===== src/common/tpm_pkg.sv =====
package tpm_pkg;
  localparam int ADDR_W = 5;
  localparam int DATA_W = 8;
  localparam logic [DATA_W-1:0] RESET_VALUE = 8'h00;
  // register map of the status page
  localparam logic [ADDR_W-1:0] ADDR_PATTERN_ERR   = 5'h10;
  localparam logic [ADDR_W-1:0] ADDR_PATTERN_MF    = 5'h11;
  localparam logic [ADDR_W-1:0] ADDR_ALARM_LATCH   = 5'h12;
  localparam logic [ADDR_W-1:0] ADDR_FRAMING_ERR   = 5'h13;
  localparam logic [ADDR_W-1:0] ADDR_LOSS_REALIGN  = 5'h14;
  localparam logic [ADDR_W-1:0] ADDR_MF_SYNC_LOSS  = 5'h15;
  localparam logic [ADDR_W-1:0] ADDR_BPV_HI        = 5'h16;
  localparam logic [ADDR_W-1:0] ADDR_BPV_LO        = 5'h17;
  localparam logic [ADDR_W-1:0] ADDR_CRC_HI        = 5'h18;
  localparam logic [ADDR_W-1:0] ADDR_CRC_LO        = 5'h19;
  localparam logic [ADDR_W-1:0] ADDR_EVENT_FLAGS_0 = 5'h1b;
  localparam logic [ADDR_W-1:0] ADDR_EVENT_FLAGS_1 = 5'h1c;
  localparam logic [ADDR_W-1:0] ADDR_EVENT_FLAGS_2 = 5'h1d;
  localparam logic [ADDR_W-1:0] ADDR_EVENT_FLAGS_3 = 5'h1e;
  localparam logic [ADDR_W-1:0] ADDR_OVERFLOW      = 5'h1f;
  // alarm latch bit positions
  localparam int BIT_YELLOW_LONG  = 7;
  localparam int BIT_YELLOW_SHORT = 6;
  localparam int BIT_ALT_YELLOW   = 5;
  localparam int BIT_ESF_YELLOW   = 4;
  localparam int BIT_ALL_ONES     = 3;
  localparam int BIT_DENSITY      = 2;
  localparam int BIT_LOOP_UP      = 1;
  localparam int BIT_LOOP_DOWN    = 0;
  // nibble fields of the frame loss / realign register, and the wide counter width
  localparam int NIB_W            = 4;
  localparam int FRAME_LOSS_LSB   = 4;
  localparam int REALIGN_LSB      = 0;
  localparam int WIDE_CNT_W       = 16;
  // timing
  localparam int CLK_PERIOD_NS    = 10;
  localparam int NS_PER_MS        = 1000000;
  localparam int NS_PER_US        = 1000;
  localparam int YELLOW_LONG_MS   = 600;
  localparam int YELLOW_SHORT_MS  = 48;
  localparam int MF_D4_US         = 1500;
  localparam int MF_ESF_US        = 3000;
  localparam int YELLOW_LONG_CYC  = YELLOW_LONG_MS * (NS_PER_MS / CLK_PERIOD_NS);
  localparam int YELLOW_SHORT_CYC = YELLOW_SHORT_MS * (NS_PER_MS / CLK_PERIOD_NS);
  localparam int MF_D4_CYC        = MF_D4_US * (NS_PER_US / CLK_PERIOD_NS);
  localparam int MF_ESF_CYC       = MF_ESF_US * (NS_PER_US / CLK_PERIOD_NS);
  localparam int TMR_W            = 26;
endpackage


===== src/logic/tpm_status_page.sv =====
`timescale 1ns/1ps
// Functional notes
// pattern error counter counts each pattern error
// pattern multiframe counter counts received multiframes
// any pattern error write zeroes multiframe counter
// alarm bit 7: yellow over long integration
// alarm bit 6: yellow over short integration
// alarm bit 5: alternate yellow, twelfth frame
// alarm bit 4: extended format yellow received
// alarm bit 3: all ones alarm received
// alarm bit 2: pulse density violation received
// alarm bits 1/0: loop up/down codes
// alarm bits stick until read, set wins
// framing error counter counts framing bit errors
// format selects which framing bits are checked
// framing count only while in frame sync
// upper nibble counts frame sync losses
// lower nibble counts alignment position changes
// multiframe sync loss counter per multiframe
// sixteen bit bipolar violation counter
// all counters wrap from all ones
module tpm_status_page import tpm_pkg::*; #(
  parameter int YELLOW_LONG_CYCLES  = YELLOW_LONG_CYC,
  parameter int YELLOW_SHORT_CYCLES = YELLOW_SHORT_CYC,
  parameter int MF_D4_CYCLES        = MF_D4_CYC,
  parameter int MF_ESF_CYCLES       = MF_ESF_CYC,
  parameter int ALIGN_W             = 8
) (
  input  wire logic              core_clk,
  input  wire logic              resetn,
  input  wire logic              cs_n,
  input  wire logic              rd_n,
  input  wire logic              wr_n,
  input  wire logic [ADDR_W-1:0] addr,
  input  wire logic [DATA_W-1:0] data_in,
  output logic      [DATA_W-1:0] data_out,
  output logic                   data_oe,
  output logic                   flags0_read,
  input  wire logic              pattern_err,
  input  wire logic              crc_multiframe,
  input  wire logic              yellow_d4_raw,
  input  wire logic              alt_yellow_det,
  input  wire logic              esf_yellow_det,
  input  wire logic              all_ones_det,
  input  wire logic              density_viol_det,
  input  wire logic              loop_up_det,
  input  wire logic              loop_down_det,
  input  wire logic              esf_mode,
  input  wire logic              fs_check_en,
  input  wire logic              ft_bit_err,
  input  wire logic              fs_bit_err,
  input  wire logic              esf_bit_err,
  input  wire logic              in_frame_sync,
  input  wire logic              resync_done,
  input  wire logic [ALIGN_W-1:0] align_pos,
  input  wire logic              bipolar_viol,
  input  wire logic              crc_err,
  input  wire logic [DATA_W-1:0] event_flags_0_in,
  input  wire logic [DATA_W-1:0] event_flags_1_in,
  input  wire logic [DATA_W-1:0] event_flags_2_in,
  input  wire logic [DATA_W-1:0] event_flags_3_in,
  input  wire logic [DATA_W-1:0] overflow_in
);
  localparam logic [ADDR_W+DATA_W+2:0] BUS_IDLE = {3'h7, {(ADDR_W+DATA_W){1'b0}}};

  logic [ADDR_W-1:0]  addr_s;
  logic [DATA_W-1:0]  data_s;
  logic               cs_n_s;
  logic               rd_n_s;
  logic               wr_n_s;
  logic               rd_act;
  logic               wr_act;
  logic               rd_act_reg;
  logic               wr_act_reg;
  logic               rd_start;
  logic               rd_end;
  logic               wr_start;
  logic               pattern_write;
  logic [DATA_W-1:0]  data_out_reg;
  logic [DATA_W-1:0]  data_out_next;
  logic               data_oe_reg;
  logic [ADDR_W-1:0]  rd_addr_reg;
  logic [ADDR_W-1:0]  rd_addr_next;
  logic               flags0_read_reg;
  logic               flags0_read_next;
  logic [DATA_W-1:0]  alarm_reg;
  logic [DATA_W-1:0]  alarm_next;
  logic [DATA_W-1:0]  alarm_set;
  logic [DATA_W-1:0]  alarm_clr;
  logic [TMR_W-1:0]   yl_tmr_reg;
  logic [TMR_W-1:0]   yl_tmr_next;
  logic [TMR_W-1:0]   ys_tmr_reg;
  logic [TMR_W-1:0]   ys_tmr_next;
  logic               yl_hit;
  logic               ys_hit;
  logic               sync_d_reg;
  logic               frame_loss;
  logic               framing_inc;
  logic [ALIGN_W-1:0] last_align_reg;
  logic [ALIGN_W-1:0] last_align_next;
  logic               realign_inc;
  logic [TMR_W-1:0]   mf_tmr_reg;
  logic [TMR_W-1:0]   mf_tmr_next;
  logic               mf_lost_reg;
  logic               mf_lost_next;
  logic               mf_tick;
  logic               mf_loss_inc;
  logic [DATA_W-1:0]  pattern_error_value;
  logic [DATA_W-1:0]  pattern_multiframe_value;
  logic [DATA_W-1:0]  framing_error_value;
  logic [NIB_W-1:0]   frame_loss_value;
  logic [NIB_W-1:0]   realign_value;
  logic [DATA_W-1:0]  multiframe_loss_value;
  logic [WIDE_CNT_W-1:0] violation_count;
  logic [WIDE_CNT_W-1:0] crc_error_count;

  // host strobes, address and data are asynchronous pins: two flops each
  tpm_sync #(.WIDTH(ADDR_W+DATA_W+3), .RST_VAL(BUS_IDLE)) u_bus_sync (
    .core_clk (core_clk),
    .resetn   (resetn),
    .d        ({cs_n, rd_n, wr_n, addr, data_in}),
    .q        ({cs_n_s, rd_n_s, wr_n_s, addr_s, data_s})
  );

  // strobe edges on the synchronised copies
  assign rd_act        = !cs_n_s && !rd_n_s;
  assign wr_act        = !cs_n_s && !wr_n_s;
  assign rd_start      = rd_act && !rd_act_reg;
  assign rd_end        = !rd_act && rd_act_reg;
  assign wr_start      = wr_act && !wr_act_reg;
  assign pattern_write = wr_start && (addr_s == ADDR_PATTERN_ERR);

  // read multiplexer; holes and the unused word read as zero
  function automatic logic [DATA_W-1:0] reg_value(input logic [ADDR_W-1:0] a);
    case (a)
      ADDR_PATTERN_ERR:   reg_value = pattern_error_value;
      ADDR_PATTERN_MF:    reg_value = pattern_multiframe_value;
      ADDR_ALARM_LATCH:   reg_value = alarm_reg;
      ADDR_FRAMING_ERR:   reg_value = framing_error_value;
      ADDR_LOSS_REALIGN:  reg_value = {frame_loss_value, realign_value};
      ADDR_MF_SYNC_LOSS:  reg_value = multiframe_loss_value;
      ADDR_BPV_HI:        reg_value = violation_count[WIDE_CNT_W-1:DATA_W];
      ADDR_BPV_LO:        reg_value = violation_count[DATA_W-1:0];
      ADDR_CRC_HI:        reg_value = crc_error_count[WIDE_CNT_W-1:DATA_W];
      ADDR_CRC_LO:        reg_value = crc_error_count[DATA_W-1:0];
      ADDR_EVENT_FLAGS_0: reg_value = event_flags_0_in;
      ADDR_EVENT_FLAGS_1: reg_value = event_flags_1_in;
      ADDR_EVENT_FLAGS_2: reg_value = event_flags_2_in;
      ADDR_EVENT_FLAGS_3: reg_value = event_flags_3_in;
      ADDR_OVERFLOW:      reg_value = overflow_in;
      default:            reg_value = RESET_VALUE;
    endcase
  endfunction

  // data is captured once at read start so the host sees a stable byte
  always_comb begin
    data_out_next    = data_out_reg;
    rd_addr_next     = rd_addr_reg;
    flags0_read_next = rd_end && (rd_addr_reg == ADDR_EVENT_FLAGS_0);
    if (rd_start) begin
      data_out_next = reg_value(addr_s);
      rd_addr_next  = addr_s;
    end
  end

  always_ff @(posedge core_clk) begin
    if (!resetn) begin
      rd_act_reg      <= 1'b0;
      wr_act_reg      <= 1'b0;
      data_out_reg    <= RESET_VALUE;
      data_oe_reg     <= 1'b0;
      rd_addr_reg     <= '0;
      flags0_read_reg <= 1'b0;
    end else begin
      rd_act_reg      <= rd_act;
      wr_act_reg      <= wr_act;
      data_out_reg    <= data_out_next;
      data_oe_reg     <= rd_act;
      rd_addr_reg     <= rd_addr_next;
      flags0_read_reg <= flags0_read_next;
    end
  end

  assign data_out    = data_out_reg;
  assign data_oe     = data_oe_reg;
  assign flags0_read = flags0_read_reg;

  // yellow integration: raw indication must persist for the whole period
  assign yl_hit = yellow_d4_raw && (yl_tmr_reg == TMR_W'(YELLOW_LONG_CYCLES - 1));
  assign ys_hit = yellow_d4_raw && (ys_tmr_reg == TMR_W'(YELLOW_SHORT_CYCLES - 1));

  always_comb begin
    yl_tmr_next = '0;
    ys_tmr_next = '0;
    if (yellow_d4_raw) begin
      yl_tmr_next = yl_hit ? yl_tmr_reg : TMR_W'(yl_tmr_reg + 1'b1);
      ys_tmr_next = ys_hit ? ys_tmr_reg : TMR_W'(ys_tmr_reg + 1'b1);
    end
  end

  // alarm latch: only bits the host actually saw are cleared, set wins
  always_comb begin
    alarm_set                   = '0;
    alarm_set[BIT_YELLOW_LONG]  = yl_hit;
    alarm_set[BIT_YELLOW_SHORT] = ys_hit;
    alarm_set[BIT_ALT_YELLOW]   = alt_yellow_det;
    alarm_set[BIT_ESF_YELLOW]   = esf_yellow_det;
    alarm_set[BIT_ALL_ONES]     = all_ones_det;
    alarm_set[BIT_DENSITY]      = density_viol_det;
    alarm_set[BIT_LOOP_UP]      = loop_up_det;
    alarm_set[BIT_LOOP_DOWN]    = loop_down_det;
    alarm_clr = (rd_end && rd_addr_reg == ADDR_ALARM_LATCH) ? data_out_reg : '0;
    alarm_next = (alarm_reg & ~alarm_clr) | alarm_set;
  end

  always_ff @(posedge core_clk) begin
    if (!resetn) begin
      alarm_reg  <= RESET_VALUE;
      yl_tmr_reg <= '0;
      ys_tmr_reg <= '0;
    end else begin
      alarm_reg  <= alarm_next;
      yl_tmr_reg <= yl_tmr_next;
      ys_tmr_reg <= ys_tmr_next;
    end
  end

  // framing check set by format, gated by frame sync
  assign framing_inc = in_frame_sync &&
                       (esf_mode ? esf_bit_err : (ft_bit_err || (fs_check_en && fs_bit_err)));
  assign frame_loss  = sync_d_reg && !in_frame_sync;
  assign realign_inc = resync_done && (align_pos != last_align_reg);
  assign mf_tick     = mf_tmr_reg == TMR_W'((esf_mode ? MF_ESF_CYCLES : MF_D4_CYCLES) - 1);
  assign mf_loss_inc = mf_tick && (mf_lost_reg || !in_frame_sync);

  // own multiframe timer: the framer gives no boundaries while out of sync
  always_comb begin
    last_align_next = resync_done ? align_pos : last_align_reg;
    mf_tmr_next     = mf_tick ? '0 : TMR_W'(mf_tmr_reg + 1'b1);
    mf_lost_next    = mf_tick ? 1'b0 : (mf_lost_reg || !in_frame_sync);
  end

  always_ff @(posedge core_clk) begin
    if (!resetn) begin
      sync_d_reg     <= 1'b0;
      last_align_reg <= '0;
      mf_tmr_reg     <= '0;
      mf_lost_reg    <= 1'b0;
    end else begin
      sync_d_reg     <= in_frame_sync;
      last_align_reg <= last_align_next;
      mf_tmr_reg     <= mf_tmr_next;
      mf_lost_reg    <= mf_lost_next;
    end
  end

  // event counters
  tpm_event_counter #(.WIDTH(DATA_W)) u_pattern_err (
    .core_clk (core_clk),
    .resetn   (resetn),
    .inc      (pattern_err),
    .load     (pattern_write),
    .load_val (data_s),
    .count    (pattern_error_value)
  );

  tpm_event_counter #(.WIDTH(DATA_W)) u_pattern_mf (
    .core_clk (core_clk),
    .resetn   (resetn),
    .inc      (crc_multiframe),
    .load     (pattern_write),
    .load_val (RESET_VALUE),
    .count    (pattern_multiframe_value)
  );

  tpm_event_counter #(.WIDTH(DATA_W)) u_framing (
    .core_clk (core_clk),
    .resetn   (resetn),
    .inc      (framing_inc),
    .load     (1'b0),
    .load_val (RESET_VALUE),
    .count    (framing_error_value)
  );

  tpm_event_counter #(.WIDTH(NIB_W)) u_frame_loss (
    .core_clk (core_clk),
    .resetn   (resetn),
    .inc      (frame_loss),
    .load     (1'b0),
    .load_val ('0),
    .count    (frame_loss_value)
  );

  tpm_event_counter #(.WIDTH(NIB_W)) u_realign (
    .core_clk (core_clk),
    .resetn   (resetn),
    .inc      (realign_inc),
    .load     (1'b0),
    .load_val ('0),
    .count    (realign_value)
  );

  tpm_event_counter #(.WIDTH(DATA_W)) u_mf_loss (
    .core_clk (core_clk),
    .resetn   (resetn),
    .inc      (mf_loss_inc),
    .load     (1'b0),
    .load_val (RESET_VALUE),
    .count    (multiframe_loss_value)
  );

  tpm_event_counter #(.WIDTH(WIDE_CNT_W)) u_violation (
    .core_clk (core_clk),
    .resetn   (resetn),
    .inc      (bipolar_viol),
    .load     (1'b0),
    .load_val ('0),
    .count    (violation_count)
  );

  tpm_event_counter #(.WIDTH(WIDE_CNT_W)) u_crc (
    .core_clk (core_clk),
    .resetn   (resetn),
    .inc      (crc_err),
    .load     (1'b0),
    .load_val ('0),
    .count    (crc_error_count)
  );
endmodule


===== src/logic/tpm_sync.sv =====
`timescale 1ns/1ps
module tpm_sync import tpm_pkg::*; #(
  parameter int               WIDTH   = 1,
  parameter logic [WIDTH-1:0] RST_VAL = '0
) (
  input  wire logic             core_clk,
  input  wire logic             resetn,
  input  wire logic [WIDTH-1:0] d,
  output logic      [WIDTH-1:0] q
);
  logic [WIDTH-1:0] stage1_reg;
  logic [WIDTH-1:0] stage2_reg;

  // two flops; the first is read only by the second
  always_ff @(posedge core_clk) begin
    if (!resetn) begin
      stage1_reg <= RST_VAL;
      stage2_reg <= RST_VAL;
    end else begin
      stage1_reg <= d;
      stage2_reg <= stage1_reg;
    end
  end

  assign q = stage2_reg;
endmodule


===== src/logic/tpm_event_counter.sv =====
`timescale 1ns/1ps
module tpm_event_counter import tpm_pkg::*; #(
  parameter int WIDTH = 8
) (
  input  wire logic             core_clk,
  input  wire logic             resetn,
  input  wire logic             inc,
  input  wire logic             load,
  input  wire logic [WIDTH-1:0] load_val,
  output logic      [WIDTH-1:0] count
);
  logic [WIDTH-1:0] count_reg;
  logic [WIDTH-1:0] count_next;

  // a load wins over a coincident increment; all-ones wraps to zero
  always_comb begin
    count_next = count_reg;
    if (load) begin
      count_next = load_val;
    end else if (inc) begin
      count_next = WIDTH'(count_reg + 1'b1);
    end
  end

  always_ff @(posedge core_clk) begin
    if (!resetn) begin
      count_reg <= '0;
    end else begin
      count_reg <= count_next;
    end
  end

  assign count = count_reg;
endmodule


===== config.mk =====
export PLATFORM = sky130hd
export DESIGN_NAME = tpm_status_page
export DESIGN_NICKNAME = d
export VERILOG_FILES = /design/src/common/tpm_pkg.sv /design/src/logic/tpm_status_page.sv /design/src/logic/tpm_sync.sv /design/src/logic/tpm_event_counter.sv
export SDC_FILE = /design/constraint.sdc
export NUM_CORES = 1
export LEC_CHECK = 0
export ABC_AREA = 1
export BUFFER_PORTS_ARGS = -buffer_cell sky130_fd_sc_hd__buf_2
export CAP_MARGIN = 10
export CORE_AREA = 2 2 144 146
export DETAILED_ROUTE_END_ITERATION = 16
export DIE_AREA = 0 0 146 148
export PLACE_DENSITY = 0.8
export SETUP_SLACK_MARGIN = 0.15
export SYNTH_ARGS = -nofsm -noshare
export SYNTH_HDL_FRONTEND = slang
export SYNTH_HIERARCHICAL = 1
export SYNTH_SLANG_ARGS = --single-unit

===== constraint.sdc =====
create_clock -name core_clk -period 2.4 [get_ports core_clk]
set_input_delay 0.24 -clock core_clk [delete_from_list [all_inputs] [get_ports core_clk]]
set_output_delay 0.24 -clock core_clk [all_outputs]
set_load 0.02 [all_outputs]

==> results by group <==
Power and ir drop
  – Peak VDD IR: 711 uV
  – Leakage: 6.14 nW
  – Pint: 0.00645 W
  – Switching Share: 23.5%
  – Logic gate share of total power: 7.1%
  – Switching power total: 0.00199 W
  – Clock power frac: 47.4%
  – Power Density: 595 nW/um^2
  – Flop pwr share: 45.5%

Setup path
  – CP Max Fanout: 16
  – CP endpoint kind: flop
  – WS Path Type: flop to flop
  – Worst EP required: 2810 ps
  – Startpoint types: flop
  – Arr. time, crit path: 2390 ps

CTS
  – H-Tree Depth: 1
  – CTS Buffer Depth: 3
  – Latest clock arrival within the worst-skew pair: 520 ps
  – Clk sink count: 216
  – Worst-path clk slew: 60 ps
  – CTS Root Cell: clkbuf_16
  – CTS tree: done
  – CTS buffer count: 24
  – Post-CTS Setup Bufs: 0

Cells and area
  – # diodes: 0
  – Final instance area: 14200 sq um
  – Layout cells sized above 1: 12.0%
  – Nets: 2116
  – Layout Area Growth over Synthesis: 17.6%

Synthesis
  – Synth Flop Type: dfxtp_1
  – Yosys warns: 6
  – Synth Instances: 1818
  – Mapped Area: 12100 sq um
  – Post-synth EDFFs: 0
  – Area contributors post-synth: dfxtp_1 36%, nand2_1 13%, inv_1 7.7%
  – Yosys cell types: 41
  – Cell taking the most area after synthesis: dfxtp_1
  – FF+latch count, synth: 216
  – Synth top area share: 35.9%
  – Synthesized area per cell: 6.63 sq um
  – Register area share after synthesis: 35.9%
  – Async SR Flop Fraction: 0%

Floorplan
  – Core area: 20000 sq um
  – Num rows: 52
  – Chip width: 146 um
  – Die area: 21600 sq um
  – Initial Util: 60.2%
  – Chip height: 148 um
  – I/O pins: 94

STA
  – Crit path time final: 1980 ps
  – Final Max Slew Viols: 0
  – Least-Margin Pin Slew: 662 ps
  – FMAX: 0.504 GHz
  – Rel. slew slack: 55.7%
  – Sum Neg Setup Slack: 0 ps
  – Fin. Hold Viols: 0
  – RSZ-0062 raised after global routing: false
  – Clk_skew: 12.9 ps
  – Setup-failing EPs final: 0
  – Worst hold slack: 13.2 ps
  – Final period utilization: 82.6%

Placed design
  – Placed Area: 13000 sq um
  – Gpl congestion: 0.918
  – Port Buffers: 93
  – DP Wirelength: 21300 um

Global route
  – Total track usage: 27.4%
  – Number of antenna violations at the first check in global routing: 0
  – Vias in the first global route: 11100
  – Global-route wire length before repair: 50300 um
  – Largest net degree at the start of global routing: 84
  – Overflow after GRT: 0

Detailed routing
  – ANT nets after route: 0
  – DR DRC count: 0
  – Initial drt markers: 754
  – Vias per cell: 5.21
  – Wire per inst: 13.1 um
  – Routed Wire Length: 30300 um
  – Vias: 12000
  – DRT Pass-1 Iters: 5

Status
  – Outcome: finished clean

Flow run
  – Max-cap viol count: 0

Min path
  – Min-Delay Path Class: input port to flop
worst max-delay path: stages, from the launching register on:
cell and delay [ps]:
dfxtp_1 400, nor2_2 160, inv_1 60, nor2_2 330, inv_1 90, nor4_2 130, buf_4 260, nor2_2 120
a22oi_1 230, a21oi_2 90
synth_stat cells, types with 14 or more instances:
master,count
nor2_1,209
nand4_1,61
o21ai_0,52
nor3_1,42
a22oi_1,36
buf_2,18
inv_1,247
dfxtp_1,216
nand2_1,415
xnor2_1,26
nand2_2,20
a21oi_1,109
xor2_1,39
o21bai_1,14
nor2_2,40
nand3_1,161
per-stage QoR:
| stage | worst slack [ps] | instances | utilization, % | total power [W] |
|---|---|---|---|---|
| floorplan | 446 | 1905 | - | 0.00426 |
| global placement | 510 | 2238 | 65.1 | 0.00444 |
| global route | 214 | 2309 | 70.8 | 0.00875 |
| detailed placement | 479 | 2238 | 65.1 | 0.00446 |
| CTS | 433 | 2309 | 70.8 | 0.00849 |
| finish | 416 | 2309 | 70.8 | 0.00844 |
final cells by class:
cell class              instances  area [sq um]
inverters                     261           980
flip-flops and latches        216          4320
clock inverters                13           198
multi-input cells            1385          6830
well taps                     270           338
clock buffers                  31           668
fillers                      1735          5860
repair buffers                133           846
worst paths after layout:
kind,startpoint,to,slack (ps),cells after the start
max reg2reg,u_bus_sync/q[8]$_SDFF_PN0_,u_pattern_err/count[7]$_SDFFE_PN0P_,420,9
min,align_pos[5],last_align_reg[5]$_SDFFE_PN0P_,10,3
max,u_bus_sync/q[8]$_SDFF_PN0_,u_pattern_err/count[7]$_SDFFE_PN0P_,420,9
min reg2reg,u_bus_sync/stage1_reg[15]$_SDFF_PN1_,u_bus_sync/q[15]$_SDFF_PN1_,400,2
repair_timing:
item	in CTS	in global routing
hold endpoints to repair	27	0
hold buffers	27	0
gates resized for setup	0	0
cell usage in the layout, fill, tap and decap left out, types with 5 or more instances in the layout:
cell,count
buf_4,12
o21bai_1,14
inv_2,12
o21ai_1,8
nand3_2,12
nor2_2,40
ha_1,11
xor2_1,39
nor3_1,42
nand4_1,61
clkinv_2,5
nor2_1,209
a22oi_1,36
nor4_1,8
nand2_2,20
a31oi_1,5
buf_2,93
inv_1,247
o21ai_0,52
conb_1,88
nand2_1,415
dfxtp_1,216
dlygate4sd3_1,27
clkbuf_16,25
a21oi_1,109
bufinv_16,5
xnor2_1,26
nand3_1,161
per-layer routing:
metal / track usage, % / routed length (um)
met5: 0 / 0
met2: 48.2 / 14300
met3: 3.86 / 1890
met1: 34.8 / 13300
met4: 9.37 / 842
cells by family (layout without fill, tap and decap cells):
family / Yosys count / count (layout) / synth area share [%]
AOI/OAI and AO/OA: 241 / 241 / 11.6
xor gates and xnor gates: 65 / 65 / 4.72
adders and majority gates: 11 / 11 / 1.14
buffers and inverters: 304 / 438 / 10.2
DFF: 216 / 216 / 35.9
other: 1 / 88 / 0.0311
and+or+nand+nor: 980 / 980 / 36.4
power groups by stage:
stage | combinational [W] | sequential [W] | clock [W]
after floorplan | 0.000390 | 0.00387 | 0
after global placement | 0.000530 | 0.00391 | 0
after detailed placement | 0.000544 | 0.00391 | 0
after CTS | 0.000584 | 0.00384 | 0.00407
after global routing | 0.000680 | 0.00386 | 0.00422
final | 0.000601 | 0.00384 | 0.00400
Power figures use the tool's default switching activity.
